[config.mk]
export PLATFORM = sky130hd
export DESIGN_NAME = tape_error_status_mux
export DESIGN_NICKNAME = d
export VERILOG_FILES = /design/src/inc/tape_error_status_pkg.sv /design/src/inc/fault_report_if.sv /design/src/hw/reject_code_encoder.sv /design/src/hw/tape_error_status_mux.sv
export VERILOG_INCLUDE_DIRS = /design/src /design/src/inc
export SDC_FILE = /design/constraint.sdc
export NUM_CORES = 1
export LEC_CHECK = 0
export CAP_MARGIN = 20
export CORE_ASPECT_RATIO = 0.9
export CORE_MARGIN = 8
export CORE_UTILIZATION = 55
export DETAILED_ROUTE_END_ITERATION = 10
export DONT_BUFFER_PORTS = 1
export GPL_TIMING_DRIVEN = 0
export PLACE_DENSITY = 0.8
export SKIP_LAST_GASP = 1
export SLEW_MARGIN = 20
export SYNTH_ARGS = -nofsm -noshare
export SYNTH_HDL_FRONTEND = slang
export SYNTH_SLANG_ARGS = --single-unit
[constraint.sdc]
create_clock -name sys_clk -period 3.8 [get_ports sys_clk]
set_input_delay 0.57 -clock sys_clk [delete_from_list [all_inputs] [get_ports sys_clk]]
set_output_delay 0.57 -clock sys_clk [all_outputs]
set_load 0.02 [all_outputs]
[src/inc/tape_error_status_map.svh]
// constants for the tape error and reject status multiplexer
// assumes a 100 MHz system clock; included by bare name
`ifndef TAPE_ERROR_STATUS_MAP_SVH
`define TAPE_ERROR_STATUS_MAP_SVH

// ****************************************
// timing
// ****************************************
`define TES_CLK_MHZ            100
`define TES_ACK_TIMEOUT_MS     75
`define TES_ACK_TIMEOUT_CYC    (`TES_ACK_TIMEOUT_MS * 1000 * `TES_CLK_MHZ)

// ****************************************
// byte select codes
// ****************************************
`define TES_SEL_DEAD_TRACK     3'h0
`define TES_SEL_FAULT_BYTE     3'h1
`define TES_SEL_DIAG_BYTE      3'h2
`define TES_SEL_UNIT_BYTE      3'h3

// ****************************************
// read_write_fault_byte positions
// ****************************************
`define TES_B1_CHECK_CHAR      8
`define TES_B1_MARK_WRITE      7
`define TES_B1_UNCORRECTABLE   6
`define TES_B1_SHORT_BLOCK     5
`define TES_B1_MULTI_TRACK     4
`define TES_B1_BLOCK_END       2
`define TES_B1_SPEED           1
`define TES_B1_DIAG_LATCH      0

// ****************************************
// unit_state_byte positions
// ****************************************
`define TES_B3_WRITE_STATUS    8
`define TES_B3_END_OF_TAPE     7
`define TES_B3_LOAD_POINT      6
`define TES_B3_FILE_PROTECT    4
`define TES_B3_REVERSE         3
`define TES_B3_HIGH_DENSITY    2
`define TES_B3_READY           1
`define TES_B3_ONLINE          0

// ****************************************
// reject cause indices, highest index wins
// ****************************************
`define TES_RC_NOT_READY       0
`define TES_RC_FILE_PROTECT    1
`define TES_RC_ILLEGAL_SEQ     2
`define TES_RC_ACK_TIMEOUT     3
`define TES_RC_ERASE_FAIL      4
`define TES_RC_READ_FAIL       5
`define TES_RC_ID_BURST        6
`define TES_RC_WRITE_FAIL      7
`define TES_RC_NOISE           8
`define TES_RC_CACHE_EMPTY     9
`define TES_RC_READY_DROP      10

// ****************************************
// reject code values
// ****************************************
`define TES_CODE_NONE          6'h00
`define TES_CODE_NOT_READY     6'h01
`define TES_CODE_ACK_TIMEOUT   6'h03
`define TES_CODE_FILE_PROTECT  6'h05
`define TES_CODE_ERASE_FAIL    6'h06
`define TES_CODE_ILLEGAL_SEQ   6'h07
`define TES_CODE_READ_FAIL     6'h08
`define TES_CODE_ID_BURST      6'h09
`define TES_CODE_WRITE_FAIL    6'h0C
`define TES_CODE_NOISE         6'h0F
`define TES_CODE_CACHE_EMPTY   6'h10
`define TES_CODE_READY_DROP    6'h11

`endif

[src/inc/tape_error_status_pkg.sv]
// types for the tape error and reject status multiplexer
// assumes the constants header is included alongside
package tape_error_status_pkg;
  typedef logic [10:0] reject_cause_t;
  typedef logic [5:0]  reject_code_t;
  typedef logic [8:0]  status_byte_t;
  typedef enum logic [1:0] {
    ACK_IDLE = 2'b00,
    ACK_WAIT = 2'b01
  } ack_state_t;
endpackage

[src/inc/fault_report_if.sv]
// carries reject causes to the encoder and the code back
// assumes both ends sit on the same clock
`timescale 1ns/1ps
interface fault_report_if;
  import tape_error_status_pkg::*;
  reject_cause_t cause;
  reject_code_t  code;
  logic          incomplete;
  modport encoder (input cause, output code, output incomplete);
  modport sink    (output cause, input code, input incomplete);
endinterface

[src/hw/reject_code_encoder.sv]
// priority encoder from reject causes to six-bit reject code
// assumes one or more causes may be raised in one cycle
`timescale 1ns/1ps
`include "tape_error_status_map.svh"
module reject_code_encoder (
  fault_report_if.encoder rep
);
  import tape_error_status_pkg::*;

  always_comb begin
    rep.code       = `TES_CODE_NONE;
    rep.incomplete = 1'b0;
    if (rep.cause[`TES_RC_READY_DROP]) begin
      rep.code       = `TES_CODE_READY_DROP;
      rep.incomplete = 1'b1;
    end else if (rep.cause[`TES_RC_CACHE_EMPTY]) begin
      rep.code       = `TES_CODE_CACHE_EMPTY;
      rep.incomplete = 1'b1;
    end else if (rep.cause[`TES_RC_NOISE]) begin
      rep.code       = `TES_CODE_NOISE;
      rep.incomplete = 1'b1;
    end else if (rep.cause[`TES_RC_WRITE_FAIL]) begin
      rep.code       = `TES_CODE_WRITE_FAIL;
      rep.incomplete = 1'b1;
    end else if (rep.cause[`TES_RC_ID_BURST]) begin
      rep.code       = `TES_CODE_ID_BURST;
      rep.incomplete = 1'b1;
    end else if (rep.cause[`TES_RC_READ_FAIL]) begin
      rep.code       = `TES_CODE_READ_FAIL;
      rep.incomplete = 1'b1;
    end else if (rep.cause[`TES_RC_ERASE_FAIL]) begin
      rep.code       = `TES_CODE_ERASE_FAIL;
      rep.incomplete = 1'b1;
    end else if (rep.cause[`TES_RC_ACK_TIMEOUT]) begin
      rep.code       = `TES_CODE_ACK_TIMEOUT;
      rep.incomplete = 1'b1;
    end else if (rep.cause[`TES_RC_ILLEGAL_SEQ]) begin
      rep.code = `TES_CODE_ILLEGAL_SEQ;
    end else if (rep.cause[`TES_RC_FILE_PROTECT]) begin
      rep.code = `TES_CODE_FILE_PROTECT;
    end else if (rep.cause[`TES_RC_NOT_READY]) begin
      rep.code = `TES_CODE_NOT_READY;
    end
  end
endmodule // reject_code_encoder

[src/hw/tape_error_status_mux.sv]
// error, reject and motion status of the tape unit on a nine-line bus
// assumes fault inputs are one-cycle events synchronous to sys_clk
`timescale 1ns/1ps
`include "tape_error_status_map.svh"
module tape_error_status_mux #(
  parameter int unsigned ACK_TIMEOUT_CYCLES = `TES_ACK_TIMEOUT_CYC
) (
  input  wire logic                                sys_clk,
  input  wire logic                                rst,
  input  wire logic                                cmdAccept,
  input  wire logic                                cmdGcr,
  input  wire logic                                cmdRead,
  input  wire logic                                cmdWrite,
  input  wire logic                                cmdBackward,
  input  wire logic                                cmdMotion,
  input  wire logic                                checkCharMismatch,
  input  wire logic                                bufferCheckBad,
  input  wire logic                                markWriteBad,
  input  wire logic                                markReadable,
  input  wire logic                                uncorrectableSeen,
  input  wire logic                                gapBeforeEnd,
  input  wire logic                                multiTrackSeen,
  input  wire logic                                multiTrackUncorr,
  input  wire logic                                blockEndBad,
  input  wire logic                                speedOutOfRange,
  input  wire logic                                diagModeSet,
  input  wire logic                                tapeTachometer,
  input  wire logic                                diagAid76In0,
  input  wire logic                                diagAid76In1,
  input  wire logic                                singleTrackCorrected,
  input  wire logic                                doubleTrackCorrected,
  input  wire logic                                singleTrackWriteErr,
  input  wire tape_error_status_pkg::reject_cause_t rejectCause,
  input  wire logic                                transferRequest,
  input  wire logic                                transferAcknowledge,
  input  wire logic                                writeStatusLine,
  input  wire logic                                endOfTapeLine,
  input  wire logic                                loadPointLine,
  input  wire logic                                fileProtectLine,
  input  wire logic                                highDensityLine,
  input  wire logic                                readyLine,
  input  wire logic                                onlineLine,
  input  wire logic [2:0]                          byteSelect,
  output logic [8:0]                               errorStatusBus,
  output logic                                     dataFaultLine,
  output logic                                     commandRefused,
  output logic                                     unfinishedOperationFlag,
  output logic                                     correctedFaultLine
);
  import tape_error_status_pkg::*;

  // ****************************************
  // helpers
  // ****************************************
  function automatic logic stickyNext(input logic cur, input logic set, input logic clr);
    stickyNext = set | (cur & ~clr);
  endfunction

  fault_report_if rep ();

  logic       checkCharFault_reg;
  logic       markWriteFault_reg;
  logic       uncorrectableFault_reg;
  logic       shortBlockFault_reg;
  logic       multiTrackFault_reg;
  logic       blockEndFault_reg;
  logic       speedFault_reg;
  logic       reverseMotion_reg;
  reject_code_t rejectCode_reg;
  ack_state_t ackState_reg;
  logic [31:0] ackCount_reg;
  logic       ackTimeout;
  logic       gcrRead;
  logic       checkCharSet;
  logic       markDataSet;
  logic       multiDataSet;
  logic       dataSet;
  logic       correctedSet;
  status_byte_t faultByte;
  status_byte_t diagByte;
  status_byte_t unitByte;

  assign gcrRead = cmdGcr & cmdRead;

  // ****************************************
  // read_write_fault_byte
  // ****************************************
  // mode-gated check character
  assign checkCharSet = (checkCharMismatch & (cmdGcr | cmdWrite)) | bufferCheckBad;
  assign markDataSet  = markWriteBad & markReadable;
  assign multiDataSet = multiTrackSeen & (~gcrRead | multiTrackUncorr);
  assign dataSet = (checkCharMismatch & (cmdGcr | cmdWrite)) | markDataSet
                 | uncorrectableSeen | gapBeforeEnd | multiDataSet | blockEndBad
                 | (speedOutOfRange & cmdWrite);

  // clear on command accept, set wins
  always_ff @(posedge sys_clk or posedge rst) begin
    if (rst) begin
      checkCharFault_reg     <= 1'b0;
      markWriteFault_reg     <= 1'b0;
      uncorrectableFault_reg <= 1'b0;
      shortBlockFault_reg    <= 1'b0;
      multiTrackFault_reg    <= 1'b0;
      blockEndFault_reg      <= 1'b0;
      speedFault_reg         <= 1'b0;
    end else begin
      checkCharFault_reg     <= stickyNext(checkCharFault_reg, checkCharSet, cmdAccept);
      markWriteFault_reg     <= stickyNext(markWriteFault_reg, markWriteBad, cmdAccept);
      uncorrectableFault_reg <= stickyNext(uncorrectableFault_reg, uncorrectableSeen,
                                           cmdAccept);
      shortBlockFault_reg    <= stickyNext(shortBlockFault_reg, gapBeforeEnd, cmdAccept);
      multiTrackFault_reg    <= stickyNext(multiTrackFault_reg, multiTrackSeen, cmdAccept);
      blockEndFault_reg      <= stickyNext(blockEndFault_reg, blockEndBad, cmdAccept);
      speedFault_reg         <= stickyNext(speedFault_reg, speedOutOfRange & cmdWrite,
                                           cmdAccept);
    end
  end

  // ****************************************
  // separate status lines
  // ****************************************
  // corrected cases
  assign correctedSet = (singleTrackCorrected & cmdRead)
                      | (doubleTrackCorrected & gcrRead)
                      | (singleTrackWriteErr & cmdGcr & cmdWrite);

  always_ff @(posedge sys_clk or posedge rst) begin
    if (rst) begin
      dataFaultLine      <= 1'b0;
      commandRefused     <= 1'b0;
      correctedFaultLine <= 1'b0;
    end else begin
      dataFaultLine      <= stickyNext(dataFaultLine, dataSet, cmdAccept);
      commandRefused     <= stickyNext(commandRefused,
                                       (markWriteBad & ~markReadable) | (|rep.code),
                                       cmdAccept);
      correctedFaultLine <= stickyNext(correctedFaultLine, correctedSet, cmdAccept);
    end
  end

  // ****************************************
  // write acknowledge timer
  // ****************************************
  always_ff @(posedge sys_clk or posedge rst) begin
    if (rst) begin
      ackState_reg <= ACK_IDLE;
      ackCount_reg <= 32'h00000000;
    end else begin
      case (ackState_reg)
        ACK_IDLE: begin
          ackCount_reg <= 32'h00000000;
          if (cmdAccept & cmdWrite) begin
            ackState_reg <= ACK_WAIT;
          end
        end
        ACK_WAIT: begin
          if (cmdAccept & cmdWrite) begin
            ackCount_reg <= 32'h00000000;
          end else if (transferAcknowledge | cmdAccept | ackTimeout) begin
            ackState_reg <= ACK_IDLE;
          end else if (transferRequest) begin
            ackCount_reg <= ackCount_reg + 32'h00000001;
          end
        end
        default: begin
          ackState_reg <= ACK_IDLE;
        end
      endcase
    end
  end

  assign ackTimeout = (ackState_reg == ACK_WAIT) & transferRequest & ~transferAcknowledge
                    & (ackCount_reg == ACK_TIMEOUT_CYCLES - 1);

  // ****************************************
  // reject code
  // ****************************************
  always_comb begin
    rep.cause = rejectCause;
    rep.cause[`TES_RC_ACK_TIMEOUT] = rejectCause[`TES_RC_ACK_TIMEOUT] | ackTimeout;
  end

  reject_code_encoder encoder (
    .rep (rep)
  );

  // first reject of a command kept
  always_ff @(posedge sys_clk or posedge rst) begin
    if (rst) begin
      rejectCode_reg          <= `TES_CODE_NONE;
      unfinishedOperationFlag <= 1'b0;
    end else if (|rep.code && (cmdAccept || rejectCode_reg == `TES_CODE_NONE)) begin
      rejectCode_reg          <= rep.code;
      unfinishedOperationFlag <= rep.incomplete;
    end else if (cmdAccept) begin
      rejectCode_reg          <= `TES_CODE_NONE;
      unfinishedOperationFlag <= 1'b0;
    end
  end

  // ****************************************
  // motion direction
  // ****************************************
  // latch direction of motion commands
  always_ff @(posedge sys_clk or posedge rst) begin
    if (rst) begin
      reverseMotion_reg <= 1'b0;
    end else if (cmdAccept & cmdMotion) begin
      reverseMotion_reg <= cmdBackward;
    end
  end

  // ****************************************
  // byte assembly and bus
  // ****************************************
  // fixed placement
  always_comb begin
    faultByte = 9'h000;
    faultByte[`TES_B1_CHECK_CHAR]    = checkCharFault_reg;
    faultByte[`TES_B1_MARK_WRITE]    = markWriteFault_reg;
    faultByte[`TES_B1_UNCORRECTABLE] = uncorrectableFault_reg;
    faultByte[`TES_B1_SHORT_BLOCK]   = shortBlockFault_reg;
    faultByte[`TES_B1_MULTI_TRACK]   = multiTrackFault_reg;
    faultByte[`TES_B1_BLOCK_END]     = blockEndFault_reg;
    faultByte[`TES_B1_SPEED]         = speedFault_reg;
    faultByte[`TES_B1_DIAG_LATCH]    = diagModeSet;
  end

  assign diagByte = {tapeTachometer, diagAid76In1 & diagModeSet,
                     diagAid76In0 & diagModeSet, rejectCode_reg};

  always_comb begin
    unitByte = 9'h000;
    unitByte[`TES_B3_WRITE_STATUS] = writeStatusLine;
    unitByte[`TES_B3_END_OF_TAPE]  = endOfTapeLine;
    unitByte[`TES_B3_LOAD_POINT]   = loadPointLine;
    unitByte[`TES_B3_FILE_PROTECT] = fileProtectLine;
    unitByte[`TES_B3_REVERSE]      = reverseMotion_reg;
    unitByte[`TES_B3_HIGH_DENSITY] = highDensityLine;
    unitByte[`TES_B3_READY]        = readyLine;
    unitByte[`TES_B3_ONLINE]       = onlineLine;
  end

  always_ff @(posedge sys_clk or posedge rst) begin
    if (rst) begin
      errorStatusBus <= 9'h000;
    end else if (byteSelect == `TES_SEL_FAULT_BYTE) begin
      errorStatusBus <= faultByte;
    end else if (byteSelect == `TES_SEL_DIAG_BYTE) begin
      errorStatusBus <= diagByte;
    end else if (byteSelect == `TES_SEL_UNIT_BYTE) begin
      errorStatusBus <= unitByte;
    end else begin
      errorStatusBus <= 9'h000;
    end
  end
endmodule // tape_error_status_mux

==> impl_metrics.csv <==
group,metric,value,unit
layout,diodes,0,
synth,ys_seq_area_frac,0.485,
timing,slew-limit-headroom,0.392,
routing,first_pass_iters,6,
pwr,p_clk_frac,0.438,
synth,ys_ff_latch,59,
floorplan,row_count,25,
global_route,grt-ovfl-total,0,
critical_path,r2r-end,"ackCount_reg[0]$_DFFE_PP0P_",
routing,drc,0,
synth,syn_avg_cell_area,9.46,um2
global_route,antenna_found_initial,0,
synth,async_flop_share,1.00,
critical_path,cp-end-kind,"flop",
timing,setup_viol,0,
critical_path,cp_max_fo,10,
layout,layout_common_cells,"dfrtp_1, nor2_1, nand2_1",
layout,final_nets,382,
routing,drt_iter0_drc,174,
worst_hold_path,worstHoldPathType,"input pin to asynchronous set/reset pin",
routing,via_count,2532,
flow_run,cap_violations,0,
pwr,total_power,1.36,mW
layout,largest_register_ffs,32,
global_route,grt_max_degree,60,
layout,drive_gt1_frac,0.0917,
critical_path,rr_worst_depth,6,
pwr,p_sw,0.320,mW
place,post-dp-hpwl,5240,um
layout,final_area,0.00335,mm2
pwr,powerDensity,406,mW/mm2
place,placed_area,0.00313,mm2
clocking,cts.sinks,59,
timing,setup_ws,1.30,ns
routing,avgRoutedWirePerCell,17.3,um
floorplan,die_x,94.5,um
clocking,clk_pin_slew,0.07,ns
critical_path,ff2ff_setup_slack,1.30,ns
pwr,ir_drop,245,uV
synth,syn_area,0.00305,mm2
timing,clock_skew,0.00749,ns
clocking,insertion_delay,0.34,ns
clocking,cts_buffer_depth,2,
pwr,leakagePower,1.31,nW
critical_path,endpoint,"ackCount_reg[0]$_DFFE_PP0P_",
place,portBuffers,0,
clocking,cts_resized,0,
timing,max_freq,0.400,GHz
clocking,cts_buffers,9,
critical_path,crit_required,4.06,ns
floorplan,io_pins,61,
timing,post-route-period-util,0.658,
timing,holdWs,0.213,ns
critical_path,start_kind,"flop",
clocking,cts_tree,"done",
pwr,switching_share,0.236,
run_status,status,"finished clean",
floorplan,start_util,0.576,
synth,synth_edf_count,0,
routing,postRouteWirelength,7020,um
layout,fill_cells,453,
timing,fin_setup_tns,0,ns
place,routabilityCongestion,0.858,
clocking,post_cts_buffers,0,
pwr,combinationalPowerShare,0.064,
floorplan,die_height,86.6,um
critical_path,r2r_start,"ackCount_reg[16]$_DFFE_PP0P_",
synth,netlist-cell-type-count,47,
critical_path,startpoint,"ackCount_reg[16]$_DFFE_PP0P_",
layout,final_common_cell,"dfrtp_1",
timing,hold_viol,0,
floorplan,core_region_area,0.00529,mm2
routing,viasPerCell,6.25,
clocking,cts_htree_levels,3,
critical_path,path_class,"flop to flop",
layout,area_growth,9.82,%
synth,synthCells,322,
synth,synth_ff_type,"dfrtp_1",
critical_path,arrival,2.76,ns
timing,rsz0062_at_grt,"no",
global_route,track_usage,0.181,
routing,ant_nets,0,
synth,synth_nets,371,
pwr,p_int,1.04,mW
timing,fin_crit,2.50,ns
global_route,grt_pass1_vias,2480,
floorplan,dieArea,0.00818,mm2
timing,maxSlewViolCount,0,
pwr,power_frac_seq,0.498,
timing,tightest_slew,0.906,ns
synth,yosysWarnings,0,
global_route,grt_first_pass_wirelength,11800,um
place,post-place-ws,1.08,ns
clocking,clockRootBuffer,"clkbuf_8",
clocking,cts_hold_buf,0,
[area by class of cell]
cell class | count | area (um2) | share of cell area
multi-input combinational | 238 | 1470 | 0.438
clock inverter | 4 | 47.5 | 0.0142
sequential | 59 | 1480 | 0.441
buffer | 14 | 62.6 | 0.0187
inverter | 11 | 43.8 | 0.0131
clock buffer | 12 | 165 | 0.0494
tap | 67 | 83.8 | 0.0251
[worst min path at each step]
stage / from / to / slack, ns
4_1_cts: rst / errorStatusBus[6]$_DFF_PP0_ / 0.25
2_1_floorplan: shortBlockFault_reg$_DFF_PP0_ / shortBlockFault_reg$_DFF_PP0_ / 0.45
5_1_grt: rst / errorStatusBus[6]$_DFF_PP0_ / 0.28
3_5_place_dp: shortBlockFault_reg$_DFF_PP0_ / shortBlockFault_reg$_DFF_PP0_ / 0.47
3_3_place_gp: blockEndFault_reg$_DFF_PP0_ / blockEndFault_reg$_DFF_PP0_ / 0.47
6_report: rst / errorStatusBus[6]$_DFF_PP0_ / 0.21
[critical path: stages, from the launching register on]
cell and delay (ns):
dfrtp_1 0.44, nor4_1 0.32, nand4_1 0.14, nor3_1 0.75, clkbuf_1 0.43, o21ai_0 0.18, a21oi_1 0.16
[power by group through the flow]
stage | Clock (mW) | Combinational, mW | Sequential [mW]
2_1_floorplan | 0 | 0.0705 | 0.680
3_3_place_gp | 0 | 0.0849 | 0.687
3_5_place_dp | 0 | 0.0875 | 0.687
4_1_cts | 0.602 | 0.0878 | 0.676
5_1_grt | 0.626 | 0.0986 | 0.678
6_report | 0.595 | 0.0867 | 0.676
[metal layers]
metal | routed length (um) | part of all wire | global-route usage
met2 | 3300 | 0.47 | 0.282
met5 | 0 | 0 | 0
met1 | 3090 | 0.44 | 0.225
met3 | 525 | 0.075 | 0.0717
met4 | 105 | 0.015 | 0.0524
[synthesized netlist by cell type (2+ instances only)]
| cell | number | area share |
|---|---|---|
| xnor2_1 | 15 | 0.043 |
| mux2_2 | 6 | 0.022 |
| xor2_1 | 2 | 0.0058 |
| inv_1 | 11 | 0.014 |
| and2_1 | 2 | 0.0041 |
| nor4_1 | 12 | 0.025 |
| a22oi_1 | 8 | 0.020 |
| or4_1 | 8 | 0.020 |
| or3_4 | 2 | 0.0074 |
| clkbuf_1 | 8 | 0.0099 |
| nor3_1 | 13 | 0.021 |
| a211oi_1 | 2 | 0.0049 |
| o2bb2ai_1 | 3 | 0.0086 |
| nand2_1 | 27 | 0.033 |
| o31ai_1 | 4 | 0.0099 |
| a22o_1 | 3 | 0.0086 |
| buf_1 | 3 | 0.0037 |
| o211ai_1 | 4 | 0.0099 |
| a21o_1 | 6 | 0.015 |
| and3_1 | 4 | 0.0082 |
| nand4_1 | 9 | 0.018 |
| nor4b_1 | 2 | 0.0058 |
| and4b_1 | 2 | 0.0066 |
| a21oi_1 | 16 | 0.026 |
| nor3b_1 | 2 | 0.0049 |
| o41ai_1 | 2 | 0.0058 |
| or2_2 | 2 | 0.0041 |
| nand3_1 | 12 | 0.020 |
| dfrtp_1 | 59 | 0.48 |
| o21ai_0 | 15 | 0.025 |
| buf_2 | 2 | 0.0033 |
| or3_1 | 9 | 0.018 |
| nor2_1 | 33 | 0.041 |
[stage by stage]
| step | std cells | utilization |
|---|---|---|
| floorplan | 322 | - |
| global placement | 389 | 0.592 |
| detailed placement | 389 | 0.593 |
| CTS | 405 | 0.633 |
| global route | 405 | 0.633 |
| finish | 405 | 0.633 |
[kinds of logic after synthesis]
logic type,synth area share
AOI/OAI and AO/OA,0.148
xor gates and xnor gates,0.0489
adders and majority gates,0.00411
buffers and inverters,0.0341
DFF,0.485
muxes,0.0255
and+or+nand+nor,0.255
(Power assumes the default switching activity.)
